## config.mk

```make
export PLATFORM = sky130hd
export DESIGN_NAME = asp_port_ctrl
export DESIGN_NICKNAME = d
export VERILOG_FILES = /design/src/hdl/asp_tx.v /design/src/hdl/asp_rx.v /design/src/hdl/asp_port_ctrl.v
export VERILOG_INCLUDE_DIRS = /design/src /design/src/hdl
export SDC_FILE = /design/constraint.sdc
export NUM_CORES = 1
export LEC_CHECK = 0
export BUFFER_PORTS_ARGS = -buffer_cell sky130_fd_sc_hd__buf_4
export CAP_MARGIN = 25
export CORE_MARGIN = 2
export CORE_UTILIZATION = 50
export CTS_CLUSTER_DIAMETER = 80
export CTS_CLUSTER_SIZE = 28
export DETAILED_ROUTE_END_ITERATION = 10
export GPL_ROUTABILITY_DRIVEN = 0
export PLACE_DENSITY = 0.71
export SYNTH_ARGS = -nofsm -noshare
export SYNTH_HDL_FRONTEND = slang
export SYNTH_SLANG_ARGS = --single-unit
```

## constraint.sdc

```tcl
create_clock -name hclk -period 3.2 [get_ports hclk]
set_clock_uncertainty 0.1 [all_clocks]
set_input_delay 0.32 -clock hclk [delete_from_list [all_inputs] [get_ports hclk]]
set_output_delay 0.32 -clock hclk [all_outputs]
set_load 0.02 [all_outputs]
```

## src/hdl/asp_map.vh

```
// register map, field positions, reset values and timing counts of the serial port control
// assumes: included by the port control top and its transmit and receive engines
`ifndef ASP_MAP_VH
`define ASP_MAP_VH
`define ASP_OFS_CTRL     8'h00
`define ASP_OFS_FMT      8'h04
`define ASP_OFS_STAT     8'h08
`define ASP_OFS_TXH      8'h0C
`define ASP_OFS_RXH      8'h10
`define ASP_B_TXE_IE     7
`define ASP_B_RX_IE      6
`define ASP_B_TX_EN      5
`define ASP_B_RX_EN      4
`define ASP_B_WAKE_IE    3
`define ASP_B_TXD_IE     2
`define ASP_B_CLK_HI     1
`define ASP_B_CLK_LO     0
`define ASP_F_SYNC       7
`define ASP_F_CHR7       6
`define ASP_F_PAR_EN     5
`define ASP_F_ODD        4
`define ASP_F_STOP2      3
`define ASP_F_MULTI_DROP 2
`define ASP_S_TX_EMPTY   7
`define ASP_S_RX_FULL    6
`define ASP_S_OVERRUN    5
`define ASP_S_FRAMING    4
`define ASP_S_PARITY     3
`define ASP_S_TX_DONE    2
`define ASP_S_WAKE       1
`define ASP_S_WAKE_TX    0
`define ASP_CTRL_RST     8'h00
`define ASP_FMT_RST      8'h00
`define ASP_TXH_RST      8'hFF
`define ASP_RXH_RST      8'h00
`define ASP_BASE_DIV     10'h004
`define ASP_OS_LAST      4'hF
`define ASP_OS_MID       4'h7
`define ASP_SYNC_LAST    4'h8
`endif

```

## src/hdl/asp_tx.v

```verilog
// transmit engine: sends a prepared frame vector, lowest index first
// assumes: ticks are one-cycle pulses on hclk, frame and last index stable at load
`timescale 1ns/100ps
`include "asp_map.vh"
module asp_tx (
	input  wire        hclk,
	input  wire        hresetn,
	input  wire        en,
	input  wire        sync_mode,
	input  wire        os_tick,
	input  wire        bit_fall,
	input  wire        load,
	input  wire [11:0] frame,
	input  wire [3:0]  last_idx,
	output reg         busy,
	output reg         txd,
	output reg         last_bit
);
	reg  [11:0] f_reg;
	reg  [3:0]  idx_reg;
	reg  [3:0]  last_reg;
	reg  [3:0]  cnt_reg;
	wire        step;

	// sync data changes on the falling clock edge so the far end samples on the rise
	assign step = busy & (sync_mode ? bit_fall : (os_tick & (cnt_reg == `ASP_OS_LAST)));

	always @(posedge hclk or negedge hresetn) begin
		if (!hresetn) begin
			f_reg    <= 12'hFFF;
			idx_reg  <= 4'h0;
			last_reg <= 4'h0;
			cnt_reg  <= 4'h0;
			busy     <= 1'b0;
			txd      <= 1'b1;
			last_bit <= 1'b0;
		end else begin
			last_bit <= 1'b0;
			if (!en) begin
				busy <= 1'b0;
				txd  <= 1'b1;
			end else if (load) begin
				f_reg    <= frame;
				last_reg <= last_idx;
				idx_reg  <= 4'h0;
				cnt_reg  <= 4'h0;
				busy     <= 1'b1;
				txd      <= sync_mode ? 1'b1 : frame[0];
			end else begin
				if (busy && os_tick)
					cnt_reg <= cnt_reg + 4'h1;
				if (step) begin
					if (idx_reg == last_reg) begin
						busy     <= 1'b0;
						txd      <= 1'b1;
						last_bit <= 1'b1;
					end else begin
						idx_reg <= idx_reg + 4'h1;
						txd     <= f_reg[idx_reg + 4'h1];
					end
				end
			end
		end
	end
endmodule // asp_tx

```

## src/hdl/asp_rx.v

```verilog
// receive engine: collects samples into a frame vector, one pulse per finished frame
// assumes: rxd already synchronised, ticks are one-cycle pulses on hclk
`timescale 1ns/100ps
`include "asp_map.vh"
module asp_rx (
	input  wire        hclk,
	input  wire        hresetn,
	input  wire        en,
	input  wire        sync_mode,
	input  wire        os_tick,
	input  wire        bit_rise,
	input  wire        rxd,
	input  wire [3:0]  last_idx,
	output reg         done,
	output reg  [11:0] frame
);
	reg        busy_reg;
	reg  [3:0] idx_reg;
	reg  [3:0] cnt_reg;

	always @(posedge hclk or negedge hresetn) begin
		if (!hresetn) begin
			busy_reg <= 1'b0;
			idx_reg  <= 4'h0;
			cnt_reg  <= 4'h0;
			done     <= 1'b0;
			frame    <= 12'hFFF;
		end else begin
			done <= 1'b0;
			if (!en) begin
				busy_reg <= 1'b0;
				idx_reg  <= sync_mode ? 4'h1 : 4'h0;
			end else if (sync_mode) begin
				if (bit_rise) begin
					frame[idx_reg] <= rxd;
					done           <= (idx_reg == last_idx);
					idx_reg        <= (idx_reg == last_idx) ? 4'h1 : idx_reg + 4'h1;
				end
			end else if (!busy_reg) begin
				if (os_tick && !rxd) begin
					busy_reg <= 1'b1;
					cnt_reg  <= 4'h0;
					idx_reg  <= 4'h0;
				end
			end else if (os_tick) begin
				cnt_reg <= cnt_reg + 4'h1;
				// mid-bit sampling; a start bit high at mid is a glitch
				if (cnt_reg == `ASP_OS_MID) begin
					if (idx_reg == 4'h0 && rxd) begin
						busy_reg <= 1'b0;
					end else begin
						frame[idx_reg] <= rxd;
						if (idx_reg == last_idx) begin
							busy_reg <= 1'b0;
							done     <= 1'b1;
						end else begin
							idx_reg <= idx_reg + 4'h1;
						end
					end
				end
			end
		end
	end
endmodule // asp_rx

```

## src/hdl/asp_port_ctrl.v

```verilog
// serial port control register, status flags, request outputs and clock pin steering
// assumes: single AHB-Lite master, hready fed back from hreadyout, standby on hclk
//
// The implementer's own choices: the placing of the registers and the AHB-Lite interface to the registers.
`timescale 1ns/100ps
`include "asp_map.vh"
module asp_port_ctrl (
	input  wire        hclk,
	input  wire        hresetn,
	input  wire        hsel,
	input  wire [31:0] haddr,
	input  wire [1:0]  htrans,
	input  wire        hwrite,
	input  wire [2:0]  hsize,
	input  wire [31:0] hwdata,
	input  wire        hready,
	output wire [31:0] hrdata,
	output reg         hreadyout,
	output reg         hresp,
	input  wire        standby,
	input  wire        rxd_i,
	output wire        txd_o,
	input  wire        sck_i,
	output reg         sck_o,
	output reg         sck_oe,
	output reg         tx_empty_irq,
	output reg         rx_full_irq,
	output reg         rx_error_irq,
	output reg         tx_done_irq
);
	reg  [7:0]  port_control_reg;
	reg  [7:0]  frame_format_reg;
	reg  [7:0]  tx_holding_reg;
	reg  [7:0]  rx_holding_reg;
	reg  [7:0]  hrdata_reg;
	reg  [7:0]  armed_reg;
	reg  [7:0]  ap_addr_reg;
	reg         ap_wr_reg;
	reg         rd_pend_reg;
	reg         tx_empty_flag;
	reg         rx_full_flag;
	reg         overrun_flag;
	reg         framing_error_flag;
	reg         parity_error_flag;
	reg         tx_done_flag;
	reg         wake_flag_bit;
	reg         wake_tx_bit;
	reg         tx_load_reg;
	reg  [11:0] tx_frame_reg;
	reg  [9:0]  div_reg;
	reg  [3:0]  os16_reg;
	reg         sck_int_reg;
	reg         rxd_s1;
	reg         rxd_s2;
	reg         sck_s1;
	reg         sck_s2;
	reg         sck_s3;
	reg  [7:0]  rd_mux;
	reg  [7:0]  ctrl_next;

	wire        tx_busy;
	wire        tx_last;
	wire        rx_done;
	wire [11:0] rx_v;

	// single-bit views of the control and format registers
	wire tx_empty_irq_enable = port_control_reg[`ASP_B_TXE_IE];
	wire rx_irq_enable       = port_control_reg[`ASP_B_RX_IE];
	wire tx_enable_bit       = port_control_reg[`ASP_B_TX_EN];
	wire rx_enable_bit       = port_control_reg[`ASP_B_RX_EN];
	wire wake_irq_enable     = port_control_reg[`ASP_B_WAKE_IE];
	wire tx_done_irq_enable  = port_control_reg[`ASP_B_TXD_IE];
	wire clock_source_hi     = port_control_reg[`ASP_B_CLK_HI];
	wire clock_source_lo     = port_control_reg[`ASP_B_CLK_LO];
	wire sync_mode           = frame_format_reg[`ASP_F_SYNC];
	wire chr7                = frame_format_reg[`ASP_F_CHR7] & ~sync_mode;
	wire par_en              = frame_format_reg[`ASP_F_PAR_EN] & ~sync_mode;
	wire odd_par             = frame_format_reg[`ASP_F_ODD];
	wire multi_drop_format   = frame_format_reg[`ASP_F_MULTI_DROP] & ~sync_mode;

	// parity bit that makes the character plus bit even, or odd when odd is set
	function par_calc;
		input [7:0] d;
		input       odd;
		begin
			par_calc = (^d) ^ odd;
		end
	endfunction

	// index of the last frame bit; receiver checks only the first stop bit
	function [3:0] frame_last;
		input [7:0] fmt;
		input       is_tx;
		begin
			if (fmt[`ASP_F_SYNC])
				frame_last = `ASP_SYNC_LAST;
			else
				frame_last = (fmt[`ASP_F_CHR7] ? 4'h7 : 4'h8)
					+ ((fmt[`ASP_F_MULTI_DROP] | fmt[`ASP_F_PAR_EN]) ? 4'h1 : 4'h0) + 4'h1
					+ ((is_tx & fmt[`ASP_F_STOP2]) ? 4'h1 : 4'h0);
		end
	endfunction

	// frame vector: start bit at 0, data lsb first, extra bit, stop bits as ones
	function [11:0] tx_build;
		input [7:0] d;
		input [7:0] fmt;
		input       wb;
		reg   [11:0] f;
		reg   [3:0]  p;
		reg   [7:0]  dd;
		begin
			f    = 12'hFFF;
			f[0] = 1'b0;
			dd   = fmt[`ASP_F_CHR7] ? {1'b0, d[6:0]} : d;
			p    = fmt[`ASP_F_CHR7] ? 4'h8 : 4'h9;
			if (fmt[`ASP_F_SYNC]) begin
				f[8:1] = d;
			end else begin
				f[7:1] = d[6:0];
				if (!fmt[`ASP_F_CHR7])
					f[8] = d[7];
				if (fmt[`ASP_F_MULTI_DROP])
					f[p] = wb;
				else if (fmt[`ASP_F_PAR_EN])
					f[p] = par_calc(dd, fmt[`ASP_F_ODD]);
			end
			tx_build = f;
		end
	endfunction

	// bus decode
	wire       take    = hsel & htrans[1] & hready;
	wire [7:0] wd      = hwdata[7:0];
	wire       wr_ctrl = ap_wr_reg & (ap_addr_reg == `ASP_OFS_CTRL);
	wire       wr_fmt  = ap_wr_reg & (ap_addr_reg == `ASP_OFS_FMT);
	wire       wr_stat = ap_wr_reg & (ap_addr_reg == `ASP_OFS_STAT);
	wire       wr_txh  = ap_wr_reg & (ap_addr_reg == `ASP_OFS_TXH);
	wire       rd_stat = rd_pend_reg & (ap_addr_reg == `ASP_OFS_STAT);
	wire [7:0] stat    = {tx_empty_flag, rx_full_flag, overrun_flag, framing_error_flag,
		parity_error_flag, tx_done_flag, wake_flag_bit, wake_tx_bit};
	// a flag clears only if the last status read showed it as 1; tx done clears on the tx empty bit instead of its own
	wire [7:0] clr     = {8{wr_stat}} & ~wd & armed_reg;

	// clock selection
	wire [9:0] div_lim  = (`ASP_BASE_DIV << {frame_format_reg[1:0], 1'b0}) - 10'h001;
	wire       div_tick = (div_reg == div_lim);
	wire       sck_rise = sck_s2 & ~sck_s3;
	wire       sck_fall = ~sck_s2 & sck_s3;
	wire       int_fall = div_tick & tx_busy & sck_int_reg;
	wire       int_rise = div_tick & tx_busy & ~sck_int_reg;
	wire       os_tick  = clock_source_hi ? sck_rise : div_tick;
	wire       bit_fall = clock_source_hi ? sck_fall : int_fall;
	wire       bit_rise = clock_source_hi ? sck_rise : int_rise;

	// transmit side
	wire tx_start    = tx_enable_bit & ~tx_empty_flag & ~tx_busy & ~tx_load_reg;
	wire tx_empty_nx = ~tx_enable_bit | tx_start | (tx_empty_flag & ~clr[`ASP_S_TX_EMPTY]);
	// the set wins over a clear landing in the same cycle
	wire tx_done_nx  = (tx_last & tx_empty_flag) | (tx_done_flag & ~clr[`ASP_S_TX_EMPTY]);

	// receive side
	wire [3:0] rx_last   = frame_last(frame_format_reg, 1'b0);
	wire [7:0] rx_data   = chr7 ? {1'b0, rx_v[7:1]} : rx_v[8:1];
	wire       rx_xbit   = rx_v[chr7 ? 4'h8 : 4'h9];
	wire       rx_stop   = rx_v[rx_last];
	wire       wake_act  = multi_drop_format & wake_irq_enable;
	wire       rx_skip   = wake_act & ~rx_xbit;
	wire       rx_accept = rx_done & ~rx_skip;
	wire       wake_hit  = rx_done & wake_act & rx_xbit;
	wire       full_now  = rx_full_flag & ~clr[`ASP_S_RX_FULL];
	wire       rx_load   = rx_accept & ~full_now;
	wire       ovr_set   = rx_accept & full_now;
	wire       fer_set   = rx_load & ~sync_mode & ~rx_stop;
	wire       per_set   = rx_load & par_en & ~multi_drop_format & (par_calc(rx_data, odd_par) != rx_xbit);
	wire       rx_full_nx = rx_load | full_now;
	wire       ovr_nx    = ovr_set | (overrun_flag & ~clr[`ASP_S_OVERRUN]);
	wire       fer_nx    = fer_set | (framing_error_flag & ~clr[`ASP_S_FRAMING]);
	wire       per_nx    = per_set | (parity_error_flag & ~clr[`ASP_S_PARITY]);
	wire       wake_nx   = (rx_accept & multi_drop_format) ? rx_xbit : wake_flag_bit;

	assign hrdata = {24'h000000, hrdata_reg};

	always @* begin
		case (ap_addr_reg)
			`ASP_OFS_CTRL: rd_mux = port_control_reg;
			`ASP_OFS_FMT:  rd_mux = frame_format_reg;
			`ASP_OFS_STAT: rd_mux = stat;
			`ASP_OFS_TXH:  rd_mux = tx_holding_reg;
			`ASP_OFS_RXH:  rd_mux = rx_holding_reg;
			default:       rd_mux = 8'h00;
		endcase
	end

	always @* begin
		ctrl_next = port_control_reg;
		if (wr_ctrl)
			ctrl_next = wd;
		// hardware clear of wake enable overrides a same-cycle write
		if (wake_hit)
			ctrl_next[`ASP_B_WAKE_IE] = 1'b0;
	end

	// bus slave: writes zero wait, reads one wait so hrdata comes from a flop
	always @(posedge hclk or negedge hresetn) begin
		if (!hresetn) begin
			ap_wr_reg   <= 1'b0;
			rd_pend_reg <= 1'b0;
			ap_addr_reg <= 8'h00;
			hreadyout   <= 1'b1;
			hresp       <= 1'b0;
			hrdata_reg  <= 8'h00;
		end else begin
			ap_wr_reg   <= take & hwrite & (hsize == 3'b010);
			rd_pend_reg <= take & ~hwrite;
			hreadyout   <= ~(take & ~hwrite);
			hresp       <= 1'b0;
			if (take)
				ap_addr_reg <= haddr[7:0];
			if (rd_pend_reg)
				hrdata_reg <= rd_mux;
		end
	end

	// pin synchronisers and clock generation
	always @(posedge hclk or negedge hresetn) begin
		if (!hresetn) begin
			rxd_s1      <= 1'b1;
			rxd_s2      <= 1'b1;
			sck_s1      <= 1'b1;
			sck_s2      <= 1'b1;
			sck_s3      <= 1'b1;
			div_reg     <= 10'h000;
			os16_reg    <= 4'h0;
			sck_int_reg <= 1'b1;
			sck_o       <= 1'b1;
			sck_oe      <= 1'b0;
		end else begin
			rxd_s1  <= rxd_i;
			rxd_s2  <= rxd_s1;
			sck_s1  <= sck_i;
			sck_s2  <= sck_s1;
			sck_s3  <= sck_s2;
			div_reg <= div_tick ? 10'h000 : div_reg + 10'h001;
			if (os_tick)
				os16_reg <= os16_reg + 4'h1;
			// internal sync clock only runs during a transmission
			if (!tx_busy)
				sck_int_reg <= 1'b1;
			else if (div_tick)
				sck_int_reg <= ~sck_int_reg;
			if (sync_mode) begin
				sck_oe <= ~clock_source_hi;
				sck_o  <= sck_int_reg;
			end else begin
				// low clock bit ignored unless async and internally clocked
				sck_oe <= ~clock_source_hi & clock_source_lo;
				sck_o  <= os16_reg[3];
			end
		end
	end

	// registers, flags and requests
	always @(posedge hclk or negedge hresetn) begin
		if (!hresetn) begin
			port_control_reg   <= `ASP_CTRL_RST;
			frame_format_reg   <= `ASP_FMT_RST;
			tx_holding_reg     <= `ASP_TXH_RST;
			rx_holding_reg     <= `ASP_RXH_RST;
			tx_empty_flag      <= 1'b1;
			rx_full_flag       <= 1'b0;
			overrun_flag       <= 1'b0;
			framing_error_flag <= 1'b0;
			parity_error_flag  <= 1'b0;
			tx_done_flag       <= 1'b1;
			wake_flag_bit      <= 1'b0;
			wake_tx_bit        <= 1'b0;
			armed_reg          <= 8'h00;
			tx_load_reg        <= 1'b0;
			tx_frame_reg       <= 12'hFFF;
			tx_empty_irq       <= 1'b0;
			rx_full_irq        <= 1'b0;
			rx_error_irq       <= 1'b0;
			tx_done_irq        <= 1'b0;
		end else if (standby) begin
			port_control_reg   <= `ASP_CTRL_RST;
			frame_format_reg   <= `ASP_FMT_RST;
			tx_holding_reg     <= `ASP_TXH_RST;
			rx_holding_reg     <= `ASP_RXH_RST;
			tx_empty_flag      <= 1'b1;
			rx_full_flag       <= 1'b0;
			overrun_flag       <= 1'b0;
			framing_error_flag <= 1'b0;
			parity_error_flag  <= 1'b0;
			tx_done_flag       <= 1'b1;
			wake_flag_bit      <= 1'b0;
			wake_tx_bit        <= 1'b0;
			armed_reg          <= 8'h00;
			tx_load_reg        <= 1'b0;
			tx_empty_irq       <= 1'b0;
			rx_full_irq        <= 1'b0;
			rx_error_irq       <= 1'b0;
			tx_done_irq        <= 1'b0;
		end else begin
			port_control_reg <= ctrl_next;
			if (wr_fmt)
				frame_format_reg <= wd;
			if (wr_txh)
				tx_holding_reg <= wd;
			if (wr_stat)
				wake_tx_bit <= wd[`ASP_S_WAKE_TX];
			if (rx_load)
				rx_holding_reg <= rx_data;
			// receiver disabled means no rx_done, so none of the five receive flags below can be set
			rx_full_flag       <= rx_full_nx;
			overrun_flag       <= ovr_nx;
			framing_error_flag <= fer_nx;
			parity_error_flag  <= per_nx;
			wake_flag_bit      <= wake_nx;
			tx_empty_flag      <= tx_empty_nx;
			tx_done_flag       <= tx_done_nx;
			if (rd_pend_reg && rd_stat)
				armed_reg <= stat;
			else if (wr_stat)
				armed_reg <= 8'h00;
			tx_load_reg <= tx_start;
			if (tx_start)
				tx_frame_reg <= tx_build(tx_holding_reg, frame_format_reg, wake_tx_bit);
			// requests track the next flag and enable so both change on one edge
			tx_empty_irq <= tx_empty_nx & ctrl_next[`ASP_B_TXE_IE];
			rx_full_irq  <= rx_full_nx & ctrl_next[`ASP_B_RX_IE];
			rx_error_irq <= (ovr_nx | fer_nx | per_nx) & ctrl_next[`ASP_B_RX_IE];
			tx_done_irq  <= tx_done_nx & ctrl_next[`ASP_B_TXD_IE];
		end
	end

	asp_tx u_tx (
		.hclk      (hclk),
		.hresetn   (hresetn),
		.en        (tx_enable_bit),
		.sync_mode (sync_mode),
		.os_tick   (os_tick),
		.bit_fall  (bit_fall),
		.load      (tx_load_reg),
		.frame     (tx_frame_reg),
		.last_idx  (frame_last(frame_format_reg, 1'b1)),
		.busy      (tx_busy),
		.txd       (txd_o),
		.last_bit  (tx_last)
	);

	asp_rx u_rx (
		.hclk      (hclk),
		.hresetn   (hresetn),
		.en        (rx_enable_bit),
		.sync_mode (sync_mode),
		.os_tick   (os_tick),
		.bit_rise  (bit_rise),
		.rxd       (rxd_s2),
		.last_idx  (rx_last),
		.done      (rx_done),
		.frame     (rx_v)
	);
endmodule // asp_port_ctrl

```

* Yosys cells after proc, flatten, opt, wreduce, memory -nomap -nowiden
Cells that the tools add are included.
** Word-level totals
- Bits in writable memories :: 0
- Output and inout port bits :: 41
- Input bits :: 77
- Logic and storage cells :: 330
- Memories :: 0
- Bits in latches :: 0
- Flip-flop bits (word level) :: 155
- Memory bits (read-only) :: 0
** Cells by class
- Multiplexer cells :: 121
- Divide/modulo/power cells :: 0
- Equality and inequality tests :: 25
- Add/subtract/negate cells :: 10
- $lt $le $gt $ge :: 7
- Reduce and logical (&&, ||, !) cells :: 33
- Bitwise operators :: 85
- Shift-type cells :: 1
- $mul :: 0
** Operators by type and width (number)
- two-way mux 8 bit :: 14
- two-way mux 12 bit :: 8
- two-way mux 4 bit :: 20
- two-way mux 1 bit :: 68
- AND 1 bit :: 48
- case mux 8 bit (5 select lines) :: 1
- bitwise mux 12 bit :: 3
- < comparator 4 x 5 -> 1 bit, second input constant :: 5
- adder 4 x 1 -> 4 bit, second input constant :: 6
- nonzero test 2 bit :: 12
- NOT 1 bit :: 22
- AND 8 bit :: 2
- equality test 8 x 4 -> 1 bit, second input constant :: 2
- parity 8 bit :: 2
- binary-select mux 1 bit (select 4 bit) :: 3
- inequality test 4 bit, second input constant :: 3
- AND reduction 6 bit :: 2
- adder 10 x 1 -> 10 bit, second input constant :: 1
- equality test 10 bit :: 1
- two-way mux 10 bit :: 1
- bitwise OR 1 bit :: 10
- << shifter 3 x 3 -> 10 bit, first input constant :: 1
- subtractor 10 x 1 -> 10 bit, second input constant :: 1
- adder 4 x 1 -> 4 bit :: 2
- other kinds (26) :: 44

* Longest topological paths before layout
- Depth in word-level cells :: 17
- Mapped depth :: 10
- Mapped depth without buffers :: 9

* Modules after synthesis
From an unflattened synthesis, not the netlist that was laid out.
** Second synthesis, totals
- Cells, all modules :: 715
- Area total of the unflattened synthesis :: 7776.2 um^2
** By module, submodules not included
- asp_port_ctrl :: sequential area each 2562.5 um^2, area each 5121.2 um^2, cells each 481, times used 1
- asp_tx :: sequential area each 691.9 um^2, area each 1411.4 um^2, cells each 112, times used 1
- asp_rx :: sequential area each 565.5 um^2, area each 1243.7 um^2, cells each 122, times used 1

* Worst setup path before layout
Ideal clock, no wire load.
- Kind :: register to register
- Start :: register frame_format_reg[6]
- End :: register u_rx.idx_reg[0]
- Period minus slack after synthesis :: 2677 ps
- Required time :: 2977 ps
- Stages on the path, launching flop included :: 11
- Path buffers :: 2
- Setup time :: 123 ps
- Slack :: 523 ps
- Arrival time :: 2455 ps
- Cell sequence :: dfrtp_1 -> clkbuf_1 -> inv_1 -> ha_1 -> clkbuf_1 -> nor4bb_1 -> a22oi_1 -> a22oi_1 -> nand2_1 -> and2_1 -> o221a_2
** Between the ends
- Longest elaborated chain between the ends :: 9
- Elaborated cells between the ends (all ways) :: 11
- Classes of those cells :: 2 x add/sub; 2 x eq/ne; 6 x mux; 1 x reduce/logical
** RTL lines
- from (decl) :: RTL line asp_port_ctrl.v:32 : reg [7:0] frame_format_reg;
- from (signal assigned) :: RTL line asp_port_ctrl.v:267 : frame_format_reg <= `ASP_FMT_RST;
- from (signal assigned) :: RTL line asp_port_ctrl.v:287 : frame_format_reg <= `ASP_FMT_RST;
- from (signal assigned) :: RTL line asp_port_ctrl.v:307 : frame_format_reg <= wd;
- two-way mux 4 bit * :: RTL line asp_port_ctrl.v:98 : frame_last = (fmt[`ASP_F_CHR7] ? 4'h7 : 4'h8)
- adder 4 x 1 -> 4 bit * (2 in a row) :: RTL line asp_port_ctrl.v:98
- two-way mux 4 bit * :: RTL line asp_port_ctrl.v:95 : if (fmt[`ASP_F_SYNC])
- equality test 4 bit * :: RTL line asp_rx.v:37, asp_rx.v:53
- two-way mux 4 bit :: RTL line asp_rx.v:37 : idx_reg <= (idx_reg == last_idx) ? 4'h1 : idx_reg + 4'h1;
- two-way mux 4 bit :: RTL line asp_rx.v:34 : if (bit_rise) begin
- two-way mux 4 bit :: RTL line asp_rx.v:33 : end else if (sync_mode) begin
- two-way mux 4 bit :: RTL line asp_rx.v:30 : if (!en) begin
- to (signal assigned) :: RTL line asp_rx.v:32 : idx_reg <= sync_mode ? 4'h1 : 4'h0;
- to (signal assigned) :: RTL line asp_rx.v:37
- to (signal assigned) :: RTL line asp_rx.v:57 : idx_reg <= idx_reg + 4'h1;
- to (decl) :: RTL line asp_rx.v:18 : reg [3:0] idx_reg;
Mark *: on every way between the ends. The rest lies on a longest branch, timed or not. The select of a mux whose other input is x is not followed.
A chain may end at the register's enable or synchronous reset.

* Worst setup path in the final report
- Start :: register frame_format_reg[1]
- End :: register u_rx.frame[8]
** Between the ends
- Longest elaborated chain between the ends :: 8
- Elaborated cells between the ends (all ways) :: 10
- Classes of those cells :: 1 x add/sub; 2 x eq/ne; 1 x shift; 2 x mux; 2 x bitwise; 2 x reduce/logical
** RTL lines
- << shifter 3 x 3 -> 10 bit (no source line) *
- subtractor 10 x 1 -> 10 bit * :: RTL line asp_port_ctrl.v:146 : wire [9:0] div_lim = (`ASP_BASE_DIV << {frame_format_reg[1:0], 1'b0}) - 10'h001;
- equality test 10 bit * :: RTL line asp_port_ctrl.v:147 : wire div_tick = (div_reg == div_lim);
- AND 1 bit (2 in a row) :: RTL line asp_port_ctrl.v:151 : wire int_rise = div_tick & tx_busy & ~sck_int_reg;
- two-way mux 1 bit :: RTL line asp_port_ctrl.v:154 : wire bit_rise = clock_source_hi ? sck_rise : int_rise;
- inequality test 2 x 1 -> 1 bit (no source line)
- AND reduction 6 bit (no source line) *
- to (signal, indexed assignment) :: RTL line asp_rx.v:35 : frame[idx_reg] <= rxd;
- to (signal, indexed assignment) :: RTL line asp_rx.v:52 : frame[idx_reg] <= rxd;
- to (decl) :: RTL line asp_rx.v:15 : output reg [11:0] frame
Mark *: on every way between the ends. The rest lies on a longest branch, timed or not.

==> results.ini <==
[outcome]
outcome=finished clean

[critical_path]
critPathMaxStageDelay_ns=0.43
crit_path_max_fanout=19
ff2ff_setup_slack_ns=0.28
slowest_stage=dfrtp_1
start_kind=register
required_ns=3.45
critPathCaptureType=register
critPathArrivalTime_ns=3.18
path_class=register to register
r2r_cells=9
r2r_end=u_rx.frame[8]
crit_chain=or2_2, ha_1, xor2_1, o2111ai_1, a2111oi_4, or2_1, buf_4, nand4_1, mux2_1
r2r_start=frame_format_reg[1]

[synthesis]
synth-edff-count=0
syn_area_per_cell_um2=10.7
async_flop_share=1.00
ys_types=77
yosys_register_bits=147
ys_warn_count=0
synth_cells=722
synth_area_um2=7700
synth.top_cell.area_share=0.315
netlist_top_cells_area=dfrtp_1, dfstp_2, mux2_2, nor2_1, buf_4
yosysSeqAreaShare=0.486
yosysTopAreaCell=dfrtp_1
ys.flop_type=dfrtp_1

[global_route]
track_usage=0.226
grt_pass1_wl_um=28900
overflow=0
grt_pass1_vias=5779
grt_max_degree=84
antenna_found_initial=0

[flow_run]
cap_violations=0

[placement]
io_buffers=43
dpl.hpwl_um=12300

[cells_and_area]
top_register=u_rx.frame
largest_register_ffs=11
layout.nets=863
multi_input_area_um2=3590
antenna_cells=0
area_growth_pct=13.8
final_util=0.579
regArea_um2=3740
num-fill-cells=1240
drive_gt1_frac=0.241

[drt]
drt_iter0_drc=332
routedWlPerCell_um=18.0
drt-vias-per-instance=5.84
ant_nets=0
wl_um=17500
num_vias=5678
drc=0
dr.pass1.iters=5

[clock_tree]
path_clk_slew_ns=0.07
cts_tree=yes
clock_latency_ns=0.43
clockRootBuffer=clkbuf_16
clkSinkCount=147
h-tree-depth=4
clock_path_buffers=2
cts_buffers=17

[floorplanning]
die_x_um=128
start_util=0.508
dieArea_um2=16400
die_y_um=128
core-area_um2=15100
core.rowCount=45
pin_count=118

[timing]
hold_viol_final=0
period_share=0.914
timing.final.crit_period_ns=2.92
rsz0062_at_grt=no
slew_headroom=0.445
worst_pin_slew_ns=0.829
report.final.setup_viol=0
clock.fmax_ghz=0.342
fin_setup_tns_ns=0
drv_slew=0

[hold_path]
min_from=haddr[0]
holdCritPathClass=input pin to register
holdPathStages=2
whs_endpoint=ap_addr_reg[0]

[power_and_ir_drop]
leakagePower_nw=3.90
ir_worst_vdd_uv=385
p_per_area_nw_per_um2=497

==> critical path, delay by kind of cell, from the launching register on <==
kind | cells | cell delay, ns
AO/OA/AOI/OAI | 2 | 0.61
AND/OR/NAND/NOR | 3 | 0.63
adder cells (fa/ha/maj) | 1 | 0.32
XOR/XNOR | 1 | 0.17
multiplexers | 1 | 0.35
buffers and inverters | 1 | 0.23
flip-flops | 1 | 0.43
==> worst max-delay path by stage <==
stage	from	endpoint	cells after the start
floorplan	frame_format_reg[6]	u_rx.idx_reg[0]	10
global placement	frame_format_reg[5]	u_rx.idx_reg[0]	8
detailed placement	frame_format_reg[5]	u_rx.idx_reg[0]	8
CTS	frame_format_reg[1]	u_rx.frame[8]	9
global route	frame_format_reg[1]	u_rx.frame[8]	9
finish	frame_format_reg[1]	u_rx.frame[8]	9
==> metal layers <==
metal	GRT usage	share of wire	up-vias
met3	0.0417	0.040	37
met2	0.376	0.49	179
met1	0.290	0.44	2813
met4	0.101	0.028	0
li1	-	-	2649
met5	0	0	-
==> layout by cell type, fill, tap and decap left out, types with 5 or more instances in the layout <==
master,n
mux2_1,9
nor3b_1,5
a22o_1,7
conb_1,25
a31oi_1,7
o21ai_0,22
a22oi_1,8
nand2_1,34
mux2_2,33
xnor2_1,20
and2_1,8
mux4_2,5
nor2_1,79
buf_4,56
mux2i_1,19
o211ai_1,6
a222oi_1,5
xor2_1,14
clkbuf_16,17
nand2b_1,10
a211o_1,11
ha_1,14
dlygate4sd3_1,5
nor2b_1,17
dfrtp_1,97
inv_6,8
dfstp_2,50
a21oi_1,23
nand4_1,20
o31ai_1,6
inv_1,34
nand3_1,22
==> Yosys cell counts (6+ instances only) <==
cell type / number
dfrtp_1: 97
nor2_1: 79
dfstp_2: 50
inv_1: 34
nand2_1: 34
mux2_2: 33
buf_4: 26
clkbuf_1: 26
a21oi_1: 23
nand3_1: 22
o21ai_0: 22
nand4_1: 20
xnor2_1: 20
mux2i_1: 19
nor2b_1: 17
ha_1: 14
xor2_1: 14
a211o_1: 11
nand2b_1: 10
mux2_1: 9
a22oi_1: 8
and2_1: 8
a22o_1: 7
a31oi_1: 7
o211ai_1: 6
o31ai_1: 6
==> area by class of cell <==
type	count	area share
flip-flops and latches	147	0.427
clock buffers	18	0.0490
multi-input cells	507	0.410
well taps	188	0.0268
clock inverters	14	0.0150
inverters	35	0.0150
repair buffers	63	0.0573
==> power breakdown <==
group	switching (mW)	internal [mW]
Combinational	0.212	0.176
Clock	0.891	1.03
Sequential	0.0902	1.95
==> stage by stage <==
stage,hold slack [ns],instances,power (mW),worst slack (ns),instance area (um^2)
6_report,0.0177,972,4.36,0.276,8760
5_1_grt,0.00378,972,4.52,0.0981,8760
4_1_cts,0.00287,971,4.38,0.260,8750
3_5_place_dp,0.251,935,2.45,0.321,8150
3_3_place_gp,0.250,935,2.43,0.430,8150
2_1_floorplan,-0.0756,746,2.31,0.523,7790
==> repair_timing <==
| item | CTS | global route |
|---|---|---|
| hold buffers | 4 | 1 |
| buffers inserted | 0 | 0 |
| hold endpoints to repair | 52 | 1 |
| resized for setup | 0 | 0 |
==> cell families (layout without fill, tap and decap cells) <==
logic type | Yosys count | count (layout) | synth area share
AND/OR/NAND/NOR | 230 | 230 | 0.154
flip-flops | 147 | 147 | 0.486
other | 1 | 25 | 0.000487
adder cells (fa/ha/maj) | 15 | 15 | 0.0253
buffers and inverters | 92 | 130 | 0.0601
multiplexers | 66 | 66 | 0.101
XOR/XNOR | 36 | 36 | 0.0445
AO/OA/AOI/OAI | 135 | 135 | 0.129
(Power assumes the default switching activity.)
